## src/verilog/swr_pkg.sv

```systemverilog
/*
  swr_pkg: constants, types and timing helpers for the single-wire
  reset and bit-slot engine.
  assumes a 40 MHz system clock; times are kept in ps, ns and in quarter-us units.
*/
package swr_pkg;

  // ----------------------------------------------------------------
  // register map (byte addresses, one 32-bit word each)
  // ----------------------------------------------------------------
  localparam logic [7:0] SWR_OFS_CMD = 8'h00;
  localparam logic [7:0] SWR_OFS_STATUS = 8'h04;
  localparam logic [7:0] SWR_OFS_CONFIG = 8'h08;
  localparam logic [7:0] SWR_OFS_PORTCFG = 8'h0c;
  localparam logic [7:0] SWR_OFS_RDPTR = 8'h10;
  localparam logic [7:0] SWR_OFS_PTRDATA = 8'h14;
  localparam logic [7:0] SWR_OFS_IRQ_STAT = 8'h18;
  localparam logic [7:0] SWR_OFS_IRQ_MASK = 8'h1c;

  // ----------------------------------------------------------------
  // command codes and fields
  // ----------------------------------------------------------------
  localparam logic [7:0] SWR_CMD_RESET = 8'hb4;
  localparam logic [7:0] SWR_CMD_BIT = 8'h87;
  localparam int SWR_CMD_PARAM_LSB = 8;
  localparam int SWR_BIT_VALUE_POS = 15;

  // status bits
  localparam int SWR_ST_BUSY = 0;
  localparam int SWR_ST_PRESENCE = 1;
  localparam int SWR_ST_SHORT = 2;
  localparam int SWR_ST_ACK = 4;
  localparam int SWR_ST_SBR = 5;

  // config bits
  localparam int SWR_CFG_APU = 0;
  localparam int SWR_CFG_SPU = 2;
  localparam int SWR_CFG_OVD = 3;
  localparam logic [2:0] SWR_CFG_RESET = 3'h0;

  // port parameter control byte
  localparam int SWR_PC_SEL_LSB = 5;
  localparam int SWR_PC_OD_POS = 4;
  localparam logic [2:0] SWR_SEL_RSTL = 3'h0;
  localparam logic [2:0] SWR_SEL_MSP = 3'h1;
  localparam logic [2:0] SWR_SEL_W0L = 3'h2;
  localparam logic [2:0] SWR_SEL_REC0 = 3'h3;
  localparam logic [2:0] SWR_SEL_WEAK_PULLUP_RESISTANCE = 3'h4;
  localparam logic [3:0] SWR_RSTL_RST = 4'h6;
  localparam logic [3:0] SWR_MSP_RST = 4'h6;
  localparam logic [3:0] SWR_W0L_RST = 4'h6;
  localparam logic [3:0] SWR_REC0_RST = 4'h6;
  localparam logic SWR_WEAK_PULLUP_RESISTANCE_RST = 1'b1;

  // irq bits
  localparam int SWR_IRQ_DONE = 0;
  localparam int SWR_IRQ_REFUSED = 1;
  localparam int SWR_IRQ_PRESENCE = 2;
  localparam int SWR_IRQ_SHORT = 3;
  localparam int SWR_IRQ_W = 4;

  // read pointer codes
  localparam logic [1:0] SWR_PTR_STATUS = 2'h0;
  localparam logic [1:0] SWR_PTR_CONFIG = 2'h1;
  localparam logic [1:0] SWR_PTR_PORTCFG = 2'h2;

  // ----------------------------------------------------------------
  // timing
  // ----------------------------------------------------------------
  localparam int SWR_CLK_PERIOD_NS = 25;
  localparam int SWR_QUS_NS = 250;
  localparam int SWR_CYC_PER_QUS = SWR_QUS_NS / SWR_CLK_PERIOD_NS;
  localparam int SWR_START_LAT_PS = 262500;
  localparam int SWR_START_LAT_CYC = SWR_START_LAT_PS / (SWR_CLK_PERIOD_NS * 1000);
  localparam int SWR_SI_STD_NS = 8000;
  localparam int SWR_SI_OD_NS = 1000;
  localparam int SWR_MSR_STD_NS = 10000;
  localparam int SWR_MSR_OD_NS = 2000;
  localparam int SWR_W1L_STD_NS = 8000;
  localparam int SWR_W1L_OD_NS = 1000;
  localparam logic [11:0] SWR_SI_STD_Q = 12'(SWR_SI_STD_NS / SWR_QUS_NS);
  localparam logic [11:0] SWR_SI_OD_Q = 12'(SWR_SI_OD_NS / SWR_QUS_NS);
  localparam logic [11:0] SWR_MSR_STD_Q = 12'(SWR_MSR_STD_NS / SWR_QUS_NS);
  localparam logic [11:0] SWR_MSR_OD_Q = 12'(SWR_MSR_OD_NS / SWR_QUS_NS);
  localparam logic [11:0] SWR_W1L_STD_Q = 12'(SWR_W1L_STD_NS / SWR_QUS_NS);
  localparam logic [11:0] SWR_W1L_OD_Q = 12'(SWR_W1L_OD_NS / SWR_QUS_NS);

  // ----------------------------------------------------------------
  // types
  // ----------------------------------------------------------------
  typedef struct packed {
    logic ovd;
    logic strong_pullup_enable;
    logic active_pullup_enable;
  } swr_cfg_t;

  typedef struct packed {
    logic [3:0] rstl;
    logic [3:0] msp;
    logic [3:0] w0l;
    logic [3:0] rec0;
    logic weak_pullup_resistance;
  } swr_tim_t;

  typedef enum logic [2:0] {
    SWR_IDLE = 3'b001,
    SWR_RESET = 3'b010,
    SWR_SLOT = 3'b100
  } swr_state_t;

  // ----------------------------------------------------------------
  // code to duration, quarter-us units
  // ----------------------------------------------------------------
  function automatic logic [11:0] swr_rstl_q(input logic [3:0] c, input logic od);
    logic [11:0] us;
    us = 12'd440 + 12'd20 * {8'h0, c};
    return od ? 12'(us * 12'd4 / 12'd10) : 12'(us * 12'd4);
  endfunction : swr_rstl_q

  function automatic logic [11:0] swr_msp_q(input logic [3:0] c, input logic od);
    logic [11:0] h;
    h = od ? 12'd10 + {8'h0, c} : 12'd56 + 12'd2 * {8'h0, c};
    if (od) begin
      h = (h < 12'd11) ? 12'd11 : ((h > 12'd22) ? 12'd22 : h);
      return 12'(h * 12'd2);
    end
    h = (h < 12'd58) ? 12'd58 : ((h > 12'd76) ? 12'd76 : h);
    return 12'(h * 12'd4);
  endfunction : swr_msp_q

  function automatic logic [11:0] swr_w0l_q(input logic [3:0] c, input logic od);
    logic [11:0] h;
    h = od ? 12'd10 + {8'h0, c} : 12'd52 + 12'd2 * {8'h0, c};
    if (od) begin
      return 12'(((h > 12'd20) ? 12'd20 : h) * 12'd2);
    end
    return 12'(((h > 12'd70) ? 12'd70 : h) * 12'd4);
  endfunction : swr_w0l_q

  function automatic logic [11:0] swr_rec0_q(input logic [3:0] c);
    logic [3:0] k;
    k = (c < 4'h5) ? 4'h5 : ((c > 4'he) ? 4'he : c);
    return 12'd11 + 12'd10 * {8'h0, k - 4'h5};
  endfunction : swr_rec0_q

endpackage : swr_pkg

```

## src/verilog/swr_param_bank.sv

```systemverilog
/*
  swr_param_bank: standard and overdrive port timing codes and pullup select.
  assumes writes are already gated against a busy line by the caller.
*/
`timescale 1ns/1ps
module swr_param_bank import swr_pkg::*; (
  input wire logic clock,
  input wire logic reset_n,
  input wire logic clk_en,
  input wire logic wr_en,
  input wire logic [7:0] ctrl,
  input wire logic overdrive_speed_select,
  output swr_tim_t cur
);

  // ----------------------------------------------------------------
  // storage: index 0 reset-low, 1 presence sample, 2 write-zero low
  // ----------------------------------------------------------------
  logic [3:0] std_q [3];
  logic [3:0] od_q [3];
  logic [3:0] rec0_q;
  logic weak_pullup_resistance_q;
  logic [2:0] sel;
  logic speed_set_select;

  assign sel = ctrl[SWR_PC_SEL_LSB +: 3];
  assign speed_set_select = ctrl[SWR_PC_OD_POS];

  always_ff @(posedge clock or negedge reset_n) begin
    if (!reset_n) begin
      std_q[0] <= SWR_RSTL_RST;
      std_q[1] <= SWR_MSP_RST;
      std_q[2] <= SWR_W0L_RST;
      od_q[0] <= SWR_RSTL_RST;
      od_q[1] <= SWR_MSP_RST;
      od_q[2] <= SWR_W0L_RST;
    end else if (clk_en && wr_en && sel < SWR_SEL_REC0) begin
      if (speed_set_select) begin
        od_q[sel[1:0]] <= ctrl[3:0];
      end else begin
        std_q[sel[1:0]] <= ctrl[3:0];
      end
    end
  end

  always_ff @(posedge clock or negedge reset_n) begin
    if (!reset_n) begin
      rec0_q <= SWR_REC0_RST;
      weak_pullup_resistance_q <= SWR_WEAK_PULLUP_RESISTANCE_RST;
    end else if (clk_en && wr_en) begin
      if (sel == SWR_SEL_REC0) begin
        rec0_q <= ctrl[3:0];
      end
      if (sel == SWR_SEL_WEAK_PULLUP_RESISTANCE) begin
        weak_pullup_resistance_q <= ctrl[0];
      end
    end
  end

  // current speed picks the active set
  always_comb begin
    cur.rstl = overdrive_speed_select ? od_q[0] : std_q[0];
    cur.msp = overdrive_speed_select ? od_q[1] : std_q[1];
    cur.w0l = overdrive_speed_select ? od_q[2] : std_q[2];
    cur.rec0 = rec0_q;
    cur.weak_pullup_resistance = weak_pullup_resistance_q;
  end

endmodule : swr_param_bank

```

## src/verilog/swr_top.sv

```systemverilog
/*
  swr_top: reset/presence cycle and single time-slot engine on a single-wire
  line, with an APB register slave and one level interrupt.
  assumes an open-drain line with an external weak pullup; line_in is
  synchronous to clock; pclk is clock.
*/
// Design decisions made here: register access over APB and the register addresses.
`timescale 1ns/1ps
// Contract
// command b4h, no parameter, starts a reset and presence cycle
// line sampled at short and presence points, results in two flags
// busy for twice reset-low; flags updated at reset-low plus sample times
// line activity starts within 262.5ns; command lasts twice reset-low
// reset code while busy is not acknowledged and ignored
// host should not enable strong pullup during a reset
// host waits for busy to clear before a new command
// after a reset the read pointer selects the status register
// commands use current speed, pullup and port timing values
// command 87h plus parameter byte makes exactly one time slot
// bit 7 of parameter picks write-zero or write-one/read slot
// line level at read-sample time stored in the bit result
// busy for one slot period; bit result updated at read-sample time
// slot activity starts within 262.5ns; command lasts one slot
// bit command while busy is not acknowledged and ignored
// after a bit command the read pointer selects the status register
// separate standard and overdrive timing sets, written by speed flag
// reset drives line low for reset-low, then releases for recovery
// presence or short flag set when line low at its sample point
module swr_top import swr_pkg::*; #(
  parameter int TW = 20,
  parameter int CYC_PER_QUS = SWR_CYC_PER_QUS
) (
  input wire logic clock,
  input wire logic reset_n,
  input wire logic clk_en,
  input wire logic psel,
  input wire logic penable,
  input wire logic pwrite,
  input wire logic [7:0] paddr,
  input wire logic [31:0] pwdata,
  output logic [31:0] prdata,
  output logic pready,
  output logic pslverr,
  input wire logic line_in,
  output logic line_out,
  output logic line_oe,
  output logic active_pullup_drive,
  output logic strong_pullup_drive,
  output logic weak_pullup_select,
  output logic irq
);

  // ----------------------------------------------------------------
  // helpers
  // ----------------------------------------------------------------
  function automatic logic [TW-1:0] cyc(input logic [11:0] q);
    return TW'(q * CYC_PER_QUS);
  endfunction : cyc

  function automatic logic reg_hit(input logic [7:0] a);
    return a == SWR_OFS_CMD || a == SWR_OFS_STATUS || a == SWR_OFS_CONFIG ||
           a == SWR_OFS_PORTCFG || a == SWR_OFS_RDPTR || a == SWR_OFS_PTRDATA ||
           a == SWR_OFS_IRQ_STAT || a == SWR_OFS_IRQ_MASK;
  endfunction : reg_hit

  // ----------------------------------------------------------------
  // declarations
  // ----------------------------------------------------------------
  swr_state_t st_q;
  swr_cfg_t cfg_q;
  swr_tim_t cur;
  logic [TW-1:0] el_q;
  logic [TW-1:0] t_low_q;
  logic [TW-1:0] t_end_q;
  logic [TW-1:0] t_s1_q;
  logic [TW-1:0] t_s2_q;
  logic line_oe_q;
  logic presence_pulse_flag_q;
  logic short_detect_flag_q;
  logic single_bit_result_q;
  logic ack_q;
  logic [1:0] ptr_q;
  logic [SWR_IRQ_W-1:0] irq_stat_q;
  logic [SWR_IRQ_W-1:0] irq_mask_q;
  logic [SWR_IRQ_W-1:0] ev;
  logic [31:0] prdata_q;
  logic apu_q;
  logic spu_q;
  logic weak_pullup_resistance_q;
  logic line_busy_flag;
  logic wr_acc;
  logic cmd_wr;
  logic pc_wr;
  logic accept_rst;
  logic accept_bit;
  logic refuse;
  logic active;
  logic done;
  logic s1_hit;
  logic s2_hit;
  logic [7:0] code;
  logic bit_value;
  logic [31:0] status_w;
  logic [31:0] portcfg_w;
  logic [31:0] rd_w;
  logic [31:0] ptr_w;

  // ----------------------------------------------------------------
  // apb decode
  // ----------------------------------------------------------------
  assign pready = clk_en;
  assign pslverr = psel && penable && !reg_hit(paddr);
  assign prdata = prdata_q;
  assign wr_acc = psel && penable && pwrite && clk_en && reg_hit(paddr);
  assign cmd_wr = wr_acc && paddr == SWR_OFS_CMD;
  assign code = pwdata[7:0];
  assign bit_value = pwdata[SWR_BIT_VALUE_POS];
  assign line_busy_flag = st_q != SWR_IDLE;
  assign accept_rst = cmd_wr && !line_busy_flag && code == SWR_CMD_RESET;
  assign accept_bit = cmd_wr && !line_busy_flag && code == SWR_CMD_BIT;
  assign refuse = cmd_wr && !accept_rst && !accept_bit;
  assign pc_wr = wr_acc && paddr == SWR_OFS_PORTCFG && !line_busy_flag;
  assign active = line_busy_flag;
  assign done = active && el_q == t_end_q;
  assign s1_hit = active && el_q == t_s1_q;
  assign s2_hit = st_q == SWR_RESET && el_q == t_s2_q;

  // ----------------------------------------------------------------
  // port timing bank
  // ----------------------------------------------------------------
  swr_param_bank u_bank (
    .clock(clock),
    .reset_n(reset_n),
    .clk_en(clk_en),
    .wr_en(pc_wr),
    .ctrl(pwdata[7:0]),
    .overdrive_speed_select(cfg_q.ovd),
    .cur(cur)
  );

  // ----------------------------------------------------------------
  // sequencer
  // ----------------------------------------------------------------
  always_ff @(posedge clock or negedge reset_n) begin
    if (!reset_n) begin
      st_q <= SWR_IDLE;
      el_q <= '0;
    end else if (clk_en) begin
      case (st_q)
        SWR_IDLE: begin
          el_q <= TW'(1);
          if (accept_rst) begin
            st_q <= SWR_RESET;
          end else if (accept_bit) begin
            st_q <= SWR_SLOT;
          end
        end
        SWR_RESET, SWR_SLOT: begin
          el_q <= el_q + TW'(1);
          if (done) begin
            st_q <= SWR_IDLE;
          end
        end
        default: begin
          st_q <= SWR_IDLE;
        end
      endcase
    end
  end

  // thresholds latched from current settings at command start
  always_ff @(posedge clock or negedge reset_n) begin
    if (!reset_n) begin
      t_low_q <= '0;
      t_end_q <= '0;
      t_s1_q <= '0;
      t_s2_q <= '0;
    end else if (clk_en) begin
      if (accept_rst) begin
        t_low_q <= cyc(swr_rstl_q(cur.rstl, cfg_q.ovd));
        t_end_q <= TW'(cyc(swr_rstl_q(cur.rstl, cfg_q.ovd)) << 1);
        t_s1_q <= TW'(cyc(swr_rstl_q(cur.rstl, cfg_q.ovd)) + cyc(swr_msp_q(cur.msp, cfg_q.ovd)));
        t_s2_q <= TW'(cyc(swr_rstl_q(cur.rstl, cfg_q.ovd)) + cyc(cfg_q.ovd ? SWR_SI_OD_Q : SWR_SI_STD_Q));
      end else if (accept_bit) begin
        if (bit_value) begin
          t_low_q <= cyc(cfg_q.ovd ? SWR_W1L_OD_Q : SWR_W1L_STD_Q);
        end else begin
          t_low_q <= cyc(swr_w0l_q(cur.w0l, cfg_q.ovd));
        end
        t_end_q <= TW'(cyc(swr_w0l_q(cur.w0l, cfg_q.ovd)) + cyc(swr_rec0_q(cur.rec0)));
        t_s1_q <= cyc(cfg_q.ovd ? SWR_MSR_OD_Q : SWR_MSR_STD_Q);
        t_s2_q <= '0;
      end
    end
  end

  // line drive low for the low phase, then released
  always_ff @(posedge clock or negedge reset_n) begin
    if (!reset_n) begin
      line_oe_q <= 1'b0;
    end else if (clk_en) begin
      if (accept_rst || accept_bit) begin
        line_oe_q <= 1'b1;
      end else if (active && el_q >= t_low_q) begin
        line_oe_q <= 1'b0;
      end
    end
  end

  // ----------------------------------------------------------------
  // status flags
  // ----------------------------------------------------------------
  always_ff @(posedge clock or negedge reset_n) begin
    if (!reset_n) begin
      presence_pulse_flag_q <= 1'b0;
      short_detect_flag_q <= 1'b0;
      single_bit_result_q <= 1'b0;
    end else if (clk_en) begin
      if (st_q == SWR_RESET && s1_hit) begin
        presence_pulse_flag_q <= !line_in;
      end
      if (s2_hit) begin
        short_detect_flag_q <= !line_in;
      end
      if (st_q == SWR_SLOT && s1_hit) begin
        single_bit_result_q <= line_in;
      end
    end
  end

  always_ff @(posedge clock or negedge reset_n) begin
    if (!reset_n) begin
      ack_q <= 1'b0;
      ptr_q <= SWR_PTR_STATUS;
    end else if (clk_en) begin
      if (cmd_wr) begin
        ack_q <= !refuse;
      end
      if (accept_rst || accept_bit) begin
        ptr_q <= SWR_PTR_STATUS;
      end else if (pc_wr) begin
        ptr_q <= SWR_PTR_PORTCFG;
      end else if (wr_acc && paddr == SWR_OFS_CONFIG) begin
        ptr_q <= SWR_PTR_CONFIG;
      end
    end
  end

  // ----------------------------------------------------------------
  // configuration and pullups
  // ----------------------------------------------------------------
  always_ff @(posedge clock or negedge reset_n) begin
    if (!reset_n) begin
      cfg_q <= SWR_CFG_RESET;
    end else if (clk_en && wr_acc && paddr == SWR_OFS_CONFIG) begin
      cfg_q.active_pullup_enable <= pwdata[SWR_CFG_APU];
      cfg_q.strong_pullup_enable <= pwdata[SWR_CFG_SPU];
      cfg_q.ovd <= pwdata[SWR_CFG_OVD];
    end
  end

  always_ff @(posedge clock or negedge reset_n) begin
    if (!reset_n) begin
      apu_q <= 1'b0;
      spu_q <= 1'b0;
      weak_pullup_resistance_q <= SWR_WEAK_PULLUP_RESISTANCE_RST;
    end else if (clk_en) begin
      apu_q <= cfg_q.active_pullup_enable && active && !line_oe_q;
      spu_q <= cfg_q.strong_pullup_enable && !active;
      weak_pullup_resistance_q <= cur.weak_pullup_resistance;
    end
  end

  // ----------------------------------------------------------------
  // interrupts: sticky, write one to clear, set wins
  // ----------------------------------------------------------------
  always_comb begin
    ev = '0;
    ev[SWR_IRQ_DONE] = done && clk_en;
    ev[SWR_IRQ_REFUSED] = refuse;
    ev[SWR_IRQ_PRESENCE] = st_q == SWR_RESET && s1_hit && !line_in && clk_en;
    ev[SWR_IRQ_SHORT] = s2_hit && !line_in && clk_en;
  end

  always_ff @(posedge clock or negedge reset_n) begin
    if (!reset_n) begin
      irq_stat_q <= '0;
      irq_mask_q <= '0;
    end else if (clk_en) begin
      if (wr_acc && paddr == SWR_OFS_IRQ_STAT) begin
        irq_stat_q <= (irq_stat_q & ~pwdata[SWR_IRQ_W-1:0]) | ev;
      end else begin
        irq_stat_q <= irq_stat_q | ev;
      end
      if (wr_acc && paddr == SWR_OFS_IRQ_MASK) begin
        irq_mask_q <= pwdata[SWR_IRQ_W-1:0];
      end
    end
  end

  // ----------------------------------------------------------------
  // read data, registered in the setup phase
  // ----------------------------------------------------------------
  always_comb begin
    status_w = '0;
    status_w[SWR_ST_BUSY] = line_busy_flag;
    status_w[SWR_ST_PRESENCE] = presence_pulse_flag_q;
    status_w[SWR_ST_SHORT] = short_detect_flag_q;
    status_w[SWR_ST_ACK] = ack_q;
    status_w[SWR_ST_SBR] = single_bit_result_q;
    portcfg_w = {15'h0, cur};
    case (ptr_q)
      SWR_PTR_CONFIG: ptr_w = {28'h0, cfg_q.ovd, cfg_q.strong_pullup_enable, 1'b0, cfg_q.active_pullup_enable};
      SWR_PTR_PORTCFG: ptr_w = portcfg_w;
      default: ptr_w = status_w;
    endcase
    case (paddr)
      SWR_OFS_STATUS: rd_w = status_w;
      SWR_OFS_CONFIG: rd_w = {28'h0, cfg_q.ovd, cfg_q.strong_pullup_enable, 1'b0, cfg_q.active_pullup_enable};
      SWR_OFS_PORTCFG: rd_w = portcfg_w;
      SWR_OFS_RDPTR: rd_w = {30'h0, ptr_q};
      SWR_OFS_PTRDATA: rd_w = ptr_w;
      SWR_OFS_IRQ_STAT: rd_w = {28'h0, irq_stat_q};
      SWR_OFS_IRQ_MASK: rd_w = {28'h0, irq_mask_q};
      default: rd_w = '0;
    endcase
  end

  always_ff @(posedge clock or negedge reset_n) begin
    if (!reset_n) begin
      prdata_q <= '0;
    end else if (clk_en && psel && !penable) begin
      prdata_q <= pwrite ? 32'h0 : rd_w;
    end
  end

  assign line_out = 1'b0;
  assign line_oe = line_oe_q;
  assign active_pullup_drive = apu_q;
  assign strong_pullup_drive = spu_q;
  assign weak_pullup_select = weak_pullup_resistance_q;
  assign irq = |(irq_stat_q & irq_mask_q);

  // ----------------------------------------------------------------
  // assertions
  // ----------------------------------------------------------------
  localparam int LAT_MAX = SWR_START_LAT_CYC;
endmodule : swr_top

```

## config.mk

```make
export PLATFORM = sky130hd
export DESIGN_NAME = swr_top
export DESIGN_NICKNAME = d
export VERILOG_FILES = /design/src/verilog/swr_pkg.sv /design/src/verilog/swr_param_bank.sv /design/src/verilog/swr_top.sv
export SDC_FILE = /design/constraint.sdc
export NUM_CORES = 1
export LEC_CHECK = 0
export BUFFER_PORTS_ARGS = -buffer_cell sky130_fd_sc_hd__buf_2
export CELL_PAD_IN_SITES_DETAIL_PLACEMENT = 1
export CELL_PAD_IN_SITES_GLOBAL_PLACEMENT = 1
export CORE_UTILIZATION = 40
export DETAILED_ROUTE_END_ITERATION = 12
export PLACE_DENSITY = 0.76
export SLEW_MARGIN = 0
export SYNTH_ARGS = -nofsm -noshare
export SYNTH_HDL_FRONTEND = slang
export SYNTH_HIERARCHICAL = 1
export SYNTH_SLANG_ARGS = --single-unit
```

## constraint.sdc

```tcl
create_clock -name clock -period 15.4 [get_ports clock]
set_clock_uncertainty 0.05 [all_clocks]
set_input_delay 3.08 -clock clock [delete_from_list [all_inputs] [get_ports clock]]
set_output_delay 3.08 -clock clock [all_outputs]
set_load 0.05 [all_outputs]
```

Yosys cells after proc, flatten, opt, wreduce, memory -nomap -nowiden
Cells that the tools add are included.
Widths: inputs -> output; s select.
Storage, ports and cells
  output and inout bits: 40
  register bits after elaboration: 185
  word-level logic and storage cells: 235
Cells by class
  mux-type cells: 70
  magnitude comparators: 12
  $add $sub $neg: 11
  $mul: 9
  reduce and logical (&&, ||, !) cells: 74
  eq/ne operators: 22
  divide/modulo/power cells: 1
  bitwise operators: 7
Operators by type and width (number)
  $mux 12: 17
  $mux 20: 8
  $pmux 17 s7: 1
  $eq 20x20->1: 3
  $mul 12x3->15 const B: 4
  $mux 7: 7
  $pmux 20 s2: 1
  $logic_and 1x1->1: 37
  $add 16x16->17: 2
  $pmux 17 s2: 1
  $eq 8x5->1 const B: 4
  $mux 32: 1
  $mux 4: 7
  $reduce_and 2->1: 13
  $bwmux 12: 2
  $add 20x1->20 const B: 1
  $ge 20x20->1: 1
  $mux 10: 2
  $mul 6x3->9 const B: 2
  $add 16x13->17: 1
  $eq 8x4->1 const B: 2
  $eq 8x8->1 const B: 2
  $mux 16: 1
  $add 6x5->7 const A: 2
  45 further kinds: 84

Depth between registers and ports, before layout
Gate-level depths: netlist (run 1).
  word-level depth: 24
  depth in mapped cells: 50
  gate-level depth less buffers: 46

By module
Netlist (run 1), hierarchy kept.
Modules (own cells, without submodules)
  swr_top: times used 1, area each 11502.3 µm², cells each 1379, sequential area each 2980.4 µm²
  swr_param_bank: times used 1, area each 1303.8 µm², cells each 85, sequential area each 744.5 µm²

Worst setup path before layout (run 1)
OpenSTA, ideal clock, no wires.
  path kind: register to register
  start point: reg cfg_q[2] in the netlist's numbering
  end point: reg t_s1_q[15]
  cell stages (with the launch flop): 48
  arrival time: 9724 ps
  period minus slack after synthesis: 9907 ps
  path buffers: 3
  required time: 15217 ps
  setup slack: 5493 ps
  cells stage by stage: dfrtp_1 > buf_2 > mux2_2 > ha_1 > ha_1 > inv_1 > fa_1 > buf_2 > or4b_1 > mux2i_1 > a2111o_2 > nor3_4 > or3_4 > a31oi_4 > nor4_2 > nor2_1 > ha_1 > inv_1 > [... 12 more ...] > a31oi_1 > ha_1 > ha_1 > inv_1 > fa_1 > inv_1 > a21oi_1 > o21bai_1 > a21oi_1 > o21bai_1 > xor2_1 > ha_1 > a221oi_1 > nor2b_1 > o21ai_0 > nand2b_1 > a31oi_1 > o21ai_0
RTL lines
  start: declaration: line swr_top.sv:70  | swr_cfg_t cfg_q;
  end signal: assignment: line swr_top.sv:182  | t_s1_q <= TW'(cyc(swr_rstl_q(cur.rstl, cfg_q.ovd)) + cyc(swr_msp_q(cur.msp, cfg_q.ovd)));
  end signal: assignment: line swr_top.sv:191  | t_s1_q <= cyc(cfg_q.ovd ? SWR_MSR_OD_Q : SWR_MSR_STD_Q);
  end: declaration: line swr_top.sv:75  | logic [TW-1:0] t_s1_q;

==> results of run 1 <==
-- synth_stat cells (17+ instances only) --
cell type  count
xor2_1        61
a21o_1        29
nor3_1        30
nor2b_1       20
mux2_2        51
and3_1        17
dfrtp_1      131
dfstp_2       17
o21ai_0       89
nand3_1       33
nand2_1      116
xnor2_1       67
nand4_1       17
buf_4         23
o21bai_1      20
a21oi_1       97
clkbuf_1      52
ha_1         121
inv_1        102
nor2_1        91
-- sequential cells by signal, indices dropped and copies added, names as in the netlist, 4 cells and up --
register and count:
t_end_q 13, u_bank/od_q 12, irq_stat_q 4, el_q 20
u_bank/std_q 12, irq_mask_q 4, t_s2_q 15, t_low_q 15
prdata 17, t_s1_q 15, u_bank/rec0_q 4
-- area by class of cell --
| class | instances | area [sq um] |
|---|---|---|
| Clock buffer | 18 | 429 |
| Tap cell | 402 | 503 |
| Timing Repair Buffer | 54 | 294 |
| Fill cell | 3778 | 17800 |
| Clock inverter | 14 | 165 |
| Inverter | 104 | 390 |
| Multi-Input combinational cell | 1134 | 8280 |
| Sequential cell | 148 | 3730 |
-- cell families (layout without fill, tap and decap cells) --
family | count (synthesis) | after routing | synth area share, %
AOI/OAI and AO/OA | 395 | 395 | 20.9
xor gates and xnor gates | 130 | 130 | 9.01
adders and majority gates | 128 | 128 | 12.9
buffers and inverters | 197 | 190 | 6.81
DFF | 148 | 148 | 29.1
muxes | 61 | 61 | 5.27
other | 1 | 16 | 0.0293
and+or+nand+nor | 404 | 404 | 16.0
-- metrics by stage --
stage	cells	worst slack (ps)	total power, mW	utilization [%]
after floorplan	1479	5490	0.451	-
after global placement	1842	3750	0.473	41.8
after detailed placement	1842	3370	0.475	41.8
after CTS	1874	3340	0.904	43.7
after global routing	1874	2240	0.927	43.7
final	1874	3300	0.898	43.7
-- final timing paths --
kind	from	endpoint	slack, ps	cells past startpoint
max	cfg_q[2]	t_s1_q[15]	3300	44
max in group asynchronous	reset_n	cfg_q[2]	11150	2
min	prdata[0]	prdata[0]	440	2
min in group asynchronous	reset_n	irq_mask_q[3]	2620	1
max reg2reg	cfg_q[2]	t_s1_q[15]	3300	44
min reg2reg	prdata[0]	prdata[0]	440	2
-- where the power goes --
| part | leakage, nW | switching (mW) | internal (mW) | total, mW |
|---|---|---|---|---|
| Clock | 0.285 | 0.184 | 0.244 | 0.428 |
| Sequential | 1.95 | 0.00236 | 0.390 | 0.393 |
| Combinational | 4.42 | 0.0548 | 0.0217 | 0.0765 |
-- cell usage in the layout (no fill, tap or decap), types with 33 or more instances in the layout --
master / netlist / final
buf_2: 13 / 46
xor2_1: 61 / 61
xnor2_1: 67 / 67
inv_1: 102 / 102
nor2_1: 91 / 91
nand2_1: 116 / 116
a21oi_1: 97 / 97
ha_1: 121 / 121
dfrtp_1: 131 / 130
o21ai_0: 89 / 89
nand3_1: 33 / 33
mux2_2: 51 / 51
-- worst max-delay path, delay by kind of cell, from the launching register on --
kind	cells	cell delay, ps
buf+inv	6	460
flops	1	430
fa+ha+maj	10	3140
simple gates	9	1560
xor+xnor	2	1570
mux	1	570
compound gates	16	4170
-- per-layer routing --
metal,track usage [%],share of wire (%),up-vias,wire [um]
met2,40.5,49,208,18500
met4,6.87,2.5,0,930
met1,30.6,45,5508,16900
met5,0,0,-,0
li1,-,-,5205,-
met3,2.76,3.3,57,1220
==> impl_metrics.tcl, run 1 <==
set metrics [dict create \
    ir_drop_uv 58.5 \
    period_share_pct 78.6 \
    grt_pass1_wl_mm 61.9 \
    dpl.hpwl_mm 28.2 \
    yosysWarningCount 6 \
    timing.fmax_mhz 82.6 \
    seq_area_frac_synth_pct 29.1 \
    drt-pass1-iter-count 5 \
    netlist_area_sq_um 12800 \
    chipWidth_um 181 \
    postCtsSetupRepairBufs 0 \
    worst_pin_slew_ps 1150 \
    rows 65 \
    status "completed" \
    clk_path_buf_depth 2 \
    finalSetupViolations 0 \
    whs_ps 440 \
    io_pins 87 \
    grt_max_degree 76 \
    tns_ps 0 \
    crit_path_frequent_cell "ha_1" \
    cts-resized-gates 0 \
    nets 1634 \
    p_leak_nw 6.65 \
    hold_path_class "reg2reg" \
    drive_gt1_share_pct 12.8 \
    rsz0062_at_grt "false" \
    syn2layout_area_growth_pct 7.64 \
    fin_crit_ps 12100 \
    slew_violations 0 \
    cts.htree.levels 4 \
    timing_hold_violations_final 0 \
    drt_wl_total_mm 37.6 \
    clk_latency_ps 430 \
    diodes 0 \
    grt-ovfl-total 0 \
    num_vias 11000 \
    stdcell_area_sq_um 13800 \
    drv_cap 0 \
    crit_slowest_cell "xor2_2" \
    postCtsHoldBufs 0 \
    synth_cells 1464 \
    antenna_found_initial 0 \
    worstPathRequired_ps 15640 \
    synth_cell_types 104 \
    critPathArrivalTime_ps 12340 \
    ys_seq_elements 148 \
    core_area_sq_um 31600 \
    postPlaceCellArea_sq_um 13200 \
    slowest_delay_ps 790 \
    relSlewSlack_pct 22.8 \
    synthFlopType "dfrtp_1" \
    cts_buffers 17 \
    p_per_area_nw_per_um2 65.1 \
    die-area_sq_um 32700 \
    netlist_top_cells_area "dfrtp_1 26%, ha_1 12%, xnor2_1 4.6%" \
    grtUsageTotal_pct 23.4 \
    cp-end-kind "register" \
    cts_tree "built" \
    syn-mean-instance-area_sq_um 8.75 \
    portBuffers 47 \
    synth_area_leader_cell "dfrtp_1" \
    start_util_pct 40.6 \
    place.gp.congestion 0.859 \
    yosysTopAreaCellShare_pct 25.6 \
    drc_errors 0 \
    clkTransAtPathRegs_ps 70 \
    first_iter_violations 493 \
    numClockSinks 148 \
    cp-start-kind "register" \
    grt_pass1_vias 11600 \
    avgViaCountPerCell 5.86 \
    async_reset_ff_share_pct 100 \
    ant_nets 0 \
    synth_edf_count 0 \
    cp_max_fo 26 \
    drt-wirelength-per-cell_um 20.1 \
    crit_type "reg2reg" \
    clockRootBuffer "clkbuf_16" \
    die_h_um 181 \
]
(Power assumes the default switching activity.)
==> run 2, diff against run 1 <==
--- a/config.mk
+++ b/config.mk
@@ -5,12 +5,13 @@
 export SDC_FILE = /design/constraint.sdc
 export NUM_CORES = 1
 export LEC_CHECK = 0
+export ABC_AREA = 1
 export BUFFER_PORTS_ARGS = -buffer_cell sky130_fd_sc_hd__buf_2
 export CELL_PAD_IN_SITES_DETAIL_PLACEMENT = 1
 export CELL_PAD_IN_SITES_GLOBAL_PLACEMENT = 1
 export CORE_UTILIZATION = 40
 export DETAILED_ROUTE_END_ITERATION = 12
-export PLACE_DENSITY = 0.76
+export PLACE_DENSITY = 0.82
 export SLEW_MARGIN = 0
 export SYNTH_ARGS = -nofsm -noshare
 export SYNTH_HDL_FRONTEND = slang
==> constraint.sdc (replaced) <==
create_clock -name clock -period 10.56 [get_ports clock]
set_clock_uncertainty 0.05 [all_clocks]
set_input_delay 2.112 -clock clock [delete_from_list [all_inputs] [get_ports clock]]
set_output_delay 2.112 -clock clock [all_outputs]
set_load 0.05 [all_outputs]
==> impl_metrics.tcl, run 2 <==
set metrics [dict create \
    numClockSinks 148 \
    finalSetupViolations 0 \
    post-place-ws_ps 634 \
    chipWidth_um 177 \
    status "completed" \
    first_iter_violations 753 \
    startpoint "cfg_q[2]" \
    cp-start-kind "register" \
    cp-end-kind "register" \
    layout_commonest_cell "nand2_1" \
    ir_drop_uv 105 \
    place.gp.congestion 0.899 \
    drc_errors 0 \
    timing_hold_violations_final 0 \
    grt_max_degree 96 \
    slew_violations 0 \
    antenna_found_initial 0 \
    ys_seq_elements 148 \
    finalWorstSetupSlack_ps 941 \
    clk_latency_ps 440 \
    start_util_pct 40.9 \
    largest_register_ffs 20 \
    syn2layout_area_growth_pct 9.98 \
    synthFlopType "dfrtp_1" \
    worstReg2RegEnd "t_s1_q[14]" \
    async_reset_ff_share_pct 100 \
    fin_crit_ps 9620 \
    ant_nets 0 \
    yosysWarningCount 6 \
    clk_path_buf_depth 2 \
    ys_top_cells_by_count "304 x nand2_1, 249 x inv_1, 136 x o21ai_0, 131 x dfrtp_1, 121 x ha_1" \
    drt_wl_total_mm 38.7 \
    cts_tree "built" \
    drt-pass1-iter-count 5 \
    critPathArrivalTime_ps 9870 \
    p_leak_nw 6.87 \
    nets 1838 \
    regMostFlops "el_q" \
    fin_util_pct 45.0 \
    worst_pin_slew_ps 1020 \
    layout_common_cells "304 x nand2_1, 248 x inv_1, 135 x o21ai_0" \
    postCtsHoldBufs 0 \
    die_h_um 177 \
    hold_path_class "reg2reg" \
    avgViaCountPerCell 5.54 \
    synth_edf_count 0 \
    yosysTopAreaCellShare_pct 26.9 \
    clkTransAtPathRegs_ps 70 \
    grtUsageTotal_pct 25.4 \
    r2r_setup_slack_ps 940 \
    power_mw 1.31 \
    synth_cell_types 62 \
    num_vias 11400 \
    relSlewSlack_pct 31.9 \
    tns_ps 0 \
    die-area_sq_um 31200 \
    netlist_area_sq_um 12200 \
    core_area_sq_um 29800 \
    drv_cap 0 \
    timing.fmax_mhz 104 \
    seq_area_frac_synth_pct 30.6 \
    syn-mean-instance-area_sq_um 7.48 \
    crit_type "reg2reg" \
    clockRootBuffer "clkbuf_16" \
    dpl.hpwl_mm 29.9 \
    drive_gt1_share_pct 10.9 \
    slowest_delay_ps 630 \
    io_pins 87 \
    rsz0062_at_grt "false" \
    diodes 0 \
    grt_pass1_vias 11900 \
    synth.most_common_cell "nand2_1" \
    r2r_start "cfg_q[2]" \
    crit_slowest_cell "fa_1" \
    rr_worst_depth 63 \
    portBuffers 47 \
    worstPathRequired_ps 10810 \
    period_share_pct 91.1 \
    endpoint "t_s1_q[14]" \
    p_per_area_nw_per_um2 98.0 \
    cts_buffers 17 \
    cp_max_fo 10 \
    drt-wirelength-per-cell_um 18.7 \
    cts.htree.levels 4 \
    synth_area_leader_cell "dfrtp_1" \
    grt-ovfl-total 0 \
    grt_pass1_wl_mm 62.2 \
    crit_path_frequent_cell "nand2_1" \
    rows 63 \
    netlist_top_cells_area "dfrtp_1 27%, ha_1 12%, nand2_1 9.4%" \
    synth_cells 1629 \
]
==> run 2: cell count changes after synthesis, moves of 29 or more <==
cell / change
inv_1: +147
mux2_2: -39
nand2_1: +188
nand3_1: +36
nand4_1: +29
o21ai_0: +47
xnor2_1: -30
==> run 2: timing repair <==
action	CTS	global route
gates resized for setup	0	8
buffers inserted	0	0
endpoints found under the setup margin	0	3
==> run 2: worst max-delay path, delay by kind of cell (launching register included) <==
family / cells / cell delay [ps]
AO/OA/AOI/OAI: 7 / 1260
adder cells (fa/ha/maj): 10 / 3080
buffers and inverters: 8 / 600
flip-flops: 1 / 440
multiplexers: 1 / 400
AND/OR/NAND/NOR: 37 / 3660
==> run 2: per-stage QoR <==
stage / hold slack [ps] / std cells / cell area [sq um]
after detailed placement: 406 / 2034 / 12700
after global routing: 441 / 2066 / 13400
final: 419 / 2066 / 13400
after CTS: 418 / 2066 / 13400
after floorplan: 394 / 1644 / 12200
after global placement: 404 / 2034 / 12700
==> run 2: power by group <==
group	internal [mW]	switching, mW	leakage, nW	total, mW
Combinational	0.0112	0.0576	4.69	0.0688
Clock	0.401	0.273	0.302	0.674
Sequential	0.569	0.00205	1.88	0.571
Total	0.981	0.332	6.87	1.31
==> run 2: area by class of cell <==
type | instances | area [sq um]
sequential | 148 | 3730
timing repair buffer | 54 | 294
tap | 390 | 488
inverter | 258 | 968
clock inverter | 13 | 198
multi-input combinational | 1184 | 7290
fill | 3758 | 16400
clock buffer | 19 | 433
==> run 2: worst min path at each step <==
stage | slack (ps) | end | from | cells past startpoint
final | 420 | u_bank/od_q[2] | u_bank/od_q[2] | 2
after global routing | 440 | u_bank/od_q[10] | u_bank/od_q[10] | 2
after CTS | 420 | u_bank/od_q[5] | u_bank/od_q[5] | 2
after detailed placement | 410 | u_bank/od_q[5] | u_bank/od_q[5] | 2
after global placement | 400 | u_bank/od_q[5] | u_bank/od_q[5] | 2
after floorplan | 390 | u_bank/od_q[0] | u_bank/od_q[0] | 2
==> run 2: per-layer routing <==
layer	part of all wire, %	vias to the layer above	GRT usage [%]
met3	4.1	37	3.40
met1	46	5723	33.3
met2	49	217	43.9
met4	1.2	0	6.07
met5	0	-	0
li1	-	5460	-
==> run 2: logic make-up (layout without fill, tap and decap cells) <==
family / after synthesis / count (layout) / share of synthesized area [%]
simple gates: 634 / 634 / 23.5
compound gates: 316 / 316 / 15.0
buf+inv: 312 / 344 / 10.4
flops: 148 / 148 / 30.6
fa+ha+maj: 128 / 128 / 13.6
xor+xnor: 76 / 76 / 5.64
mux: 14 / 14 / 1.27
other cells: 1 / 16 / 0.0308
==> run 3, diff against run 2 <==
--- a/config.mk
+++ b/config.mk
@@ -5,13 +5,12 @@
 export SDC_FILE = /design/constraint.sdc
 export NUM_CORES = 1
 export LEC_CHECK = 0
-export ABC_AREA = 1
 export BUFFER_PORTS_ARGS = -buffer_cell sky130_fd_sc_hd__buf_2
 export CELL_PAD_IN_SITES_DETAIL_PLACEMENT = 1
 export CELL_PAD_IN_SITES_GLOBAL_PLACEMENT = 1
 export CORE_UTILIZATION = 40
 export DETAILED_ROUTE_END_ITERATION = 12
-export PLACE_DENSITY = 0.82
+export PLACE_DENSITY = 0.79
 export SLEW_MARGIN = 0
 export SYNTH_ARGS = -nofsm -noshare
 export SYNTH_HDL_FRONTEND = slang
==> constraint.sdc (replaced) <==
create_clock -name clock -period 10.56 [get_ports clock]
set_clock_uncertainty 0.05 [all_clocks]
set_input_delay 2.112 -clock clock [delete_from_list [all_inputs] [get_ports clock]]
set_output_delay 2.112 -clock clock [all_outputs]
set_load 0.1 [all_outputs]
==> impl_metrics.tcl, run 3 (synthesis results as in run 1) <==
set metrics [dict create \
    status "completed" \
    drt_wl_total_mm 39.6 \
    num_vias 11300 \
    drt-wirelength-per-cell_um 20.6 \
    slew_violations 0 \
    rows 65 \
    place.gp.congestion 0.888 \
    fin_cells 1923 \
    ir_drop_uv 119 \
    largest_register_ffs 20 \
    drv_cap 0 \
    critPathArrivalTime_ps 10220 \
    cp_top_family "compound AO/OA/AOI/OAI gates" \
    nets 1683 \
    seqCellArea_sq_um 3730 \
    timing.fmax_mhz 100 \
    grt_pass1_wl_mm 63.5 \
    cts_tree "built" \
    cp-start-kind "register" \
    worstHoldStart "prdata[1]" \
    hold_path_class "reg2reg" \
    io_pins 87 \
    postCtsHoldBufs 0 \
    clkTransAtPathRegs_ps 70 \
    p_leak_nw 6.94 \
    seqPwrFrac_pct 42.6 \
    cts.htree.levels 4 \
    p_int_mw 0.973 \
    layout_commonest_cell "dfrtp_1" \
    die_h_um 181 \
    start_util_pct 40.6 \
    period_share_pct 94.4 \
    r2r_start "cfg_q[2]" \
    fin_crit_ps 9970 \
    worstPathRequired_ps 10810 \
    p_switching_mw 0.370 \
    drc_errors 0 \
    syn2layout_area_growth_pct 11.3 \
    grt_pass1_vias 12000 \
    drive_gt1_share_pct 16.4 \
    p_clk_share_pct 47.8 \
    combPwrFrac_pct 9.6 \
    avgViaCountPerCell 5.89 \
    crit_slowest_cell "or4b_1" \
    first_iter_violations 607 \
    multiInputGateArea_sq_um 8360 \
    portBuffers 47 \
    numClockSinks 148 \
    grtUsageTotal_pct 24.3 \
    layout_common_cells "130 x dfrtp_1, 120 x ha_1, 116 x nand2_1" \
    timing_hold_violations_final 0 \
    slowest_delay_ps 560 \
    n_fill_cell 3719 \
    startpoint "cfg_q[2]" \
    ant_nets 0 \
    clk_latency_ps 440 \
    grt-ovfl-total 0 \
    cp_max_fo 7 \
    dpl.cell_count 1880 \
    diodes 0 \
    grt_max_degree 83 \
    crit_type "reg2reg" \
    relSlewSlack_pct 29.2 \
    chipWidth_um 181 \
    p_sw_share_pct 27.6 \
    whs_ps 444 \
    dpl.hpwl_mm 29.5 \
    drt-pass1-iter-count 5 \
    cts_buffers 17 \
    antenna_found_initial 0 \
    regMostFlops "el_q" \
    clk_path_buf_depth 2 \
    cp-end-kind "register" \
    path_buf_inv 7 \
    worst_pin_slew_ps 1050 \
    clockRootBuffer "clkbuf_16" \
    p_per_area_nw_per_um2 94.2 \
    finalSetupViolations 0 \
    core_area_sq_um 31600 \
    die-area_sq_um 32700 \
]
## run 3: worst paths after layout
path	endpoint	slack [ps]	cells after the start
worst max-delay path	t_s1_q[15]	590	46
worst min-delay path	prdata[1]	440	2
worst max register to register	t_s1_q[15]	590	46
worst min register to register	prdata[1]	440	2
max in group asynchronous	cfg_q[2]	7370	2
min in group asynchronous	strong_pullup_drive	1670	1
## run 3: tightest hold or removal path: stages, from the launching register on
cell     delay, ps
dfrtp_1        340
nand2_1         50
o21ai_0         70
## run 3: through the flow
stage | area, sq um | total power [mW] | setup slack [ps] | utilization [%] | setup TNS (ps)
CTS | 14100 | 1.34 | 55.1 | 44.7 | 0
floorplan | 12900 | 0.672 | 653 | - | 0
global route | 14300 | 1.38 | -30.6 | 45.2 | -68.4
detailed placement | 13500 | 0.707 | -10.4 | 42.7 | -19.5
finish | 14300 | 1.34 | 588 | 45.2 | 0
global placement | 13500 | 0.703 | 266 | 42.7 | 0
## run 3: power by group through the flow
stage	clock network [mW]	logic [mW]	registers [mW]
after floorplan	0	0.0918	0.581
after global placement	0	0.121	0.582
after detailed placement	0	0.124	0.583
after CTS	0.645	0.126	0.572
after global routing	0.671	0.140	0.573
final	0.642	0.129	0.573
## run 3: cell type report
type                       count  area share (%)
clock buffer                  19            3.18
sequential                   148            26.1
timing repair buffer         103            4.62
tap                          402            3.53
clock inverter                13            1.15
multi-input combinational   1134            58.7
inverter                     104            2.74
## run 3: repair_timing
item / 4_1_cts / 5_1_grt
resized for setup: 2 / 18
pin swaps: 0 / 8
setup buffers: 0 / 11
setup endpoints to repair: 2 / 9
## run 3: layer usage
layer | share of wire, % | vias up | GRT usage, %
li1 | - | 5293 | -
met1 | 43 | 5756 | 29.9
met2 | 50 | 208 | 42.4
met3 | 3.1 | 70 | 3.53
met4 | 3.3 | 0 | 9.50
met5 | 0 | - | 0
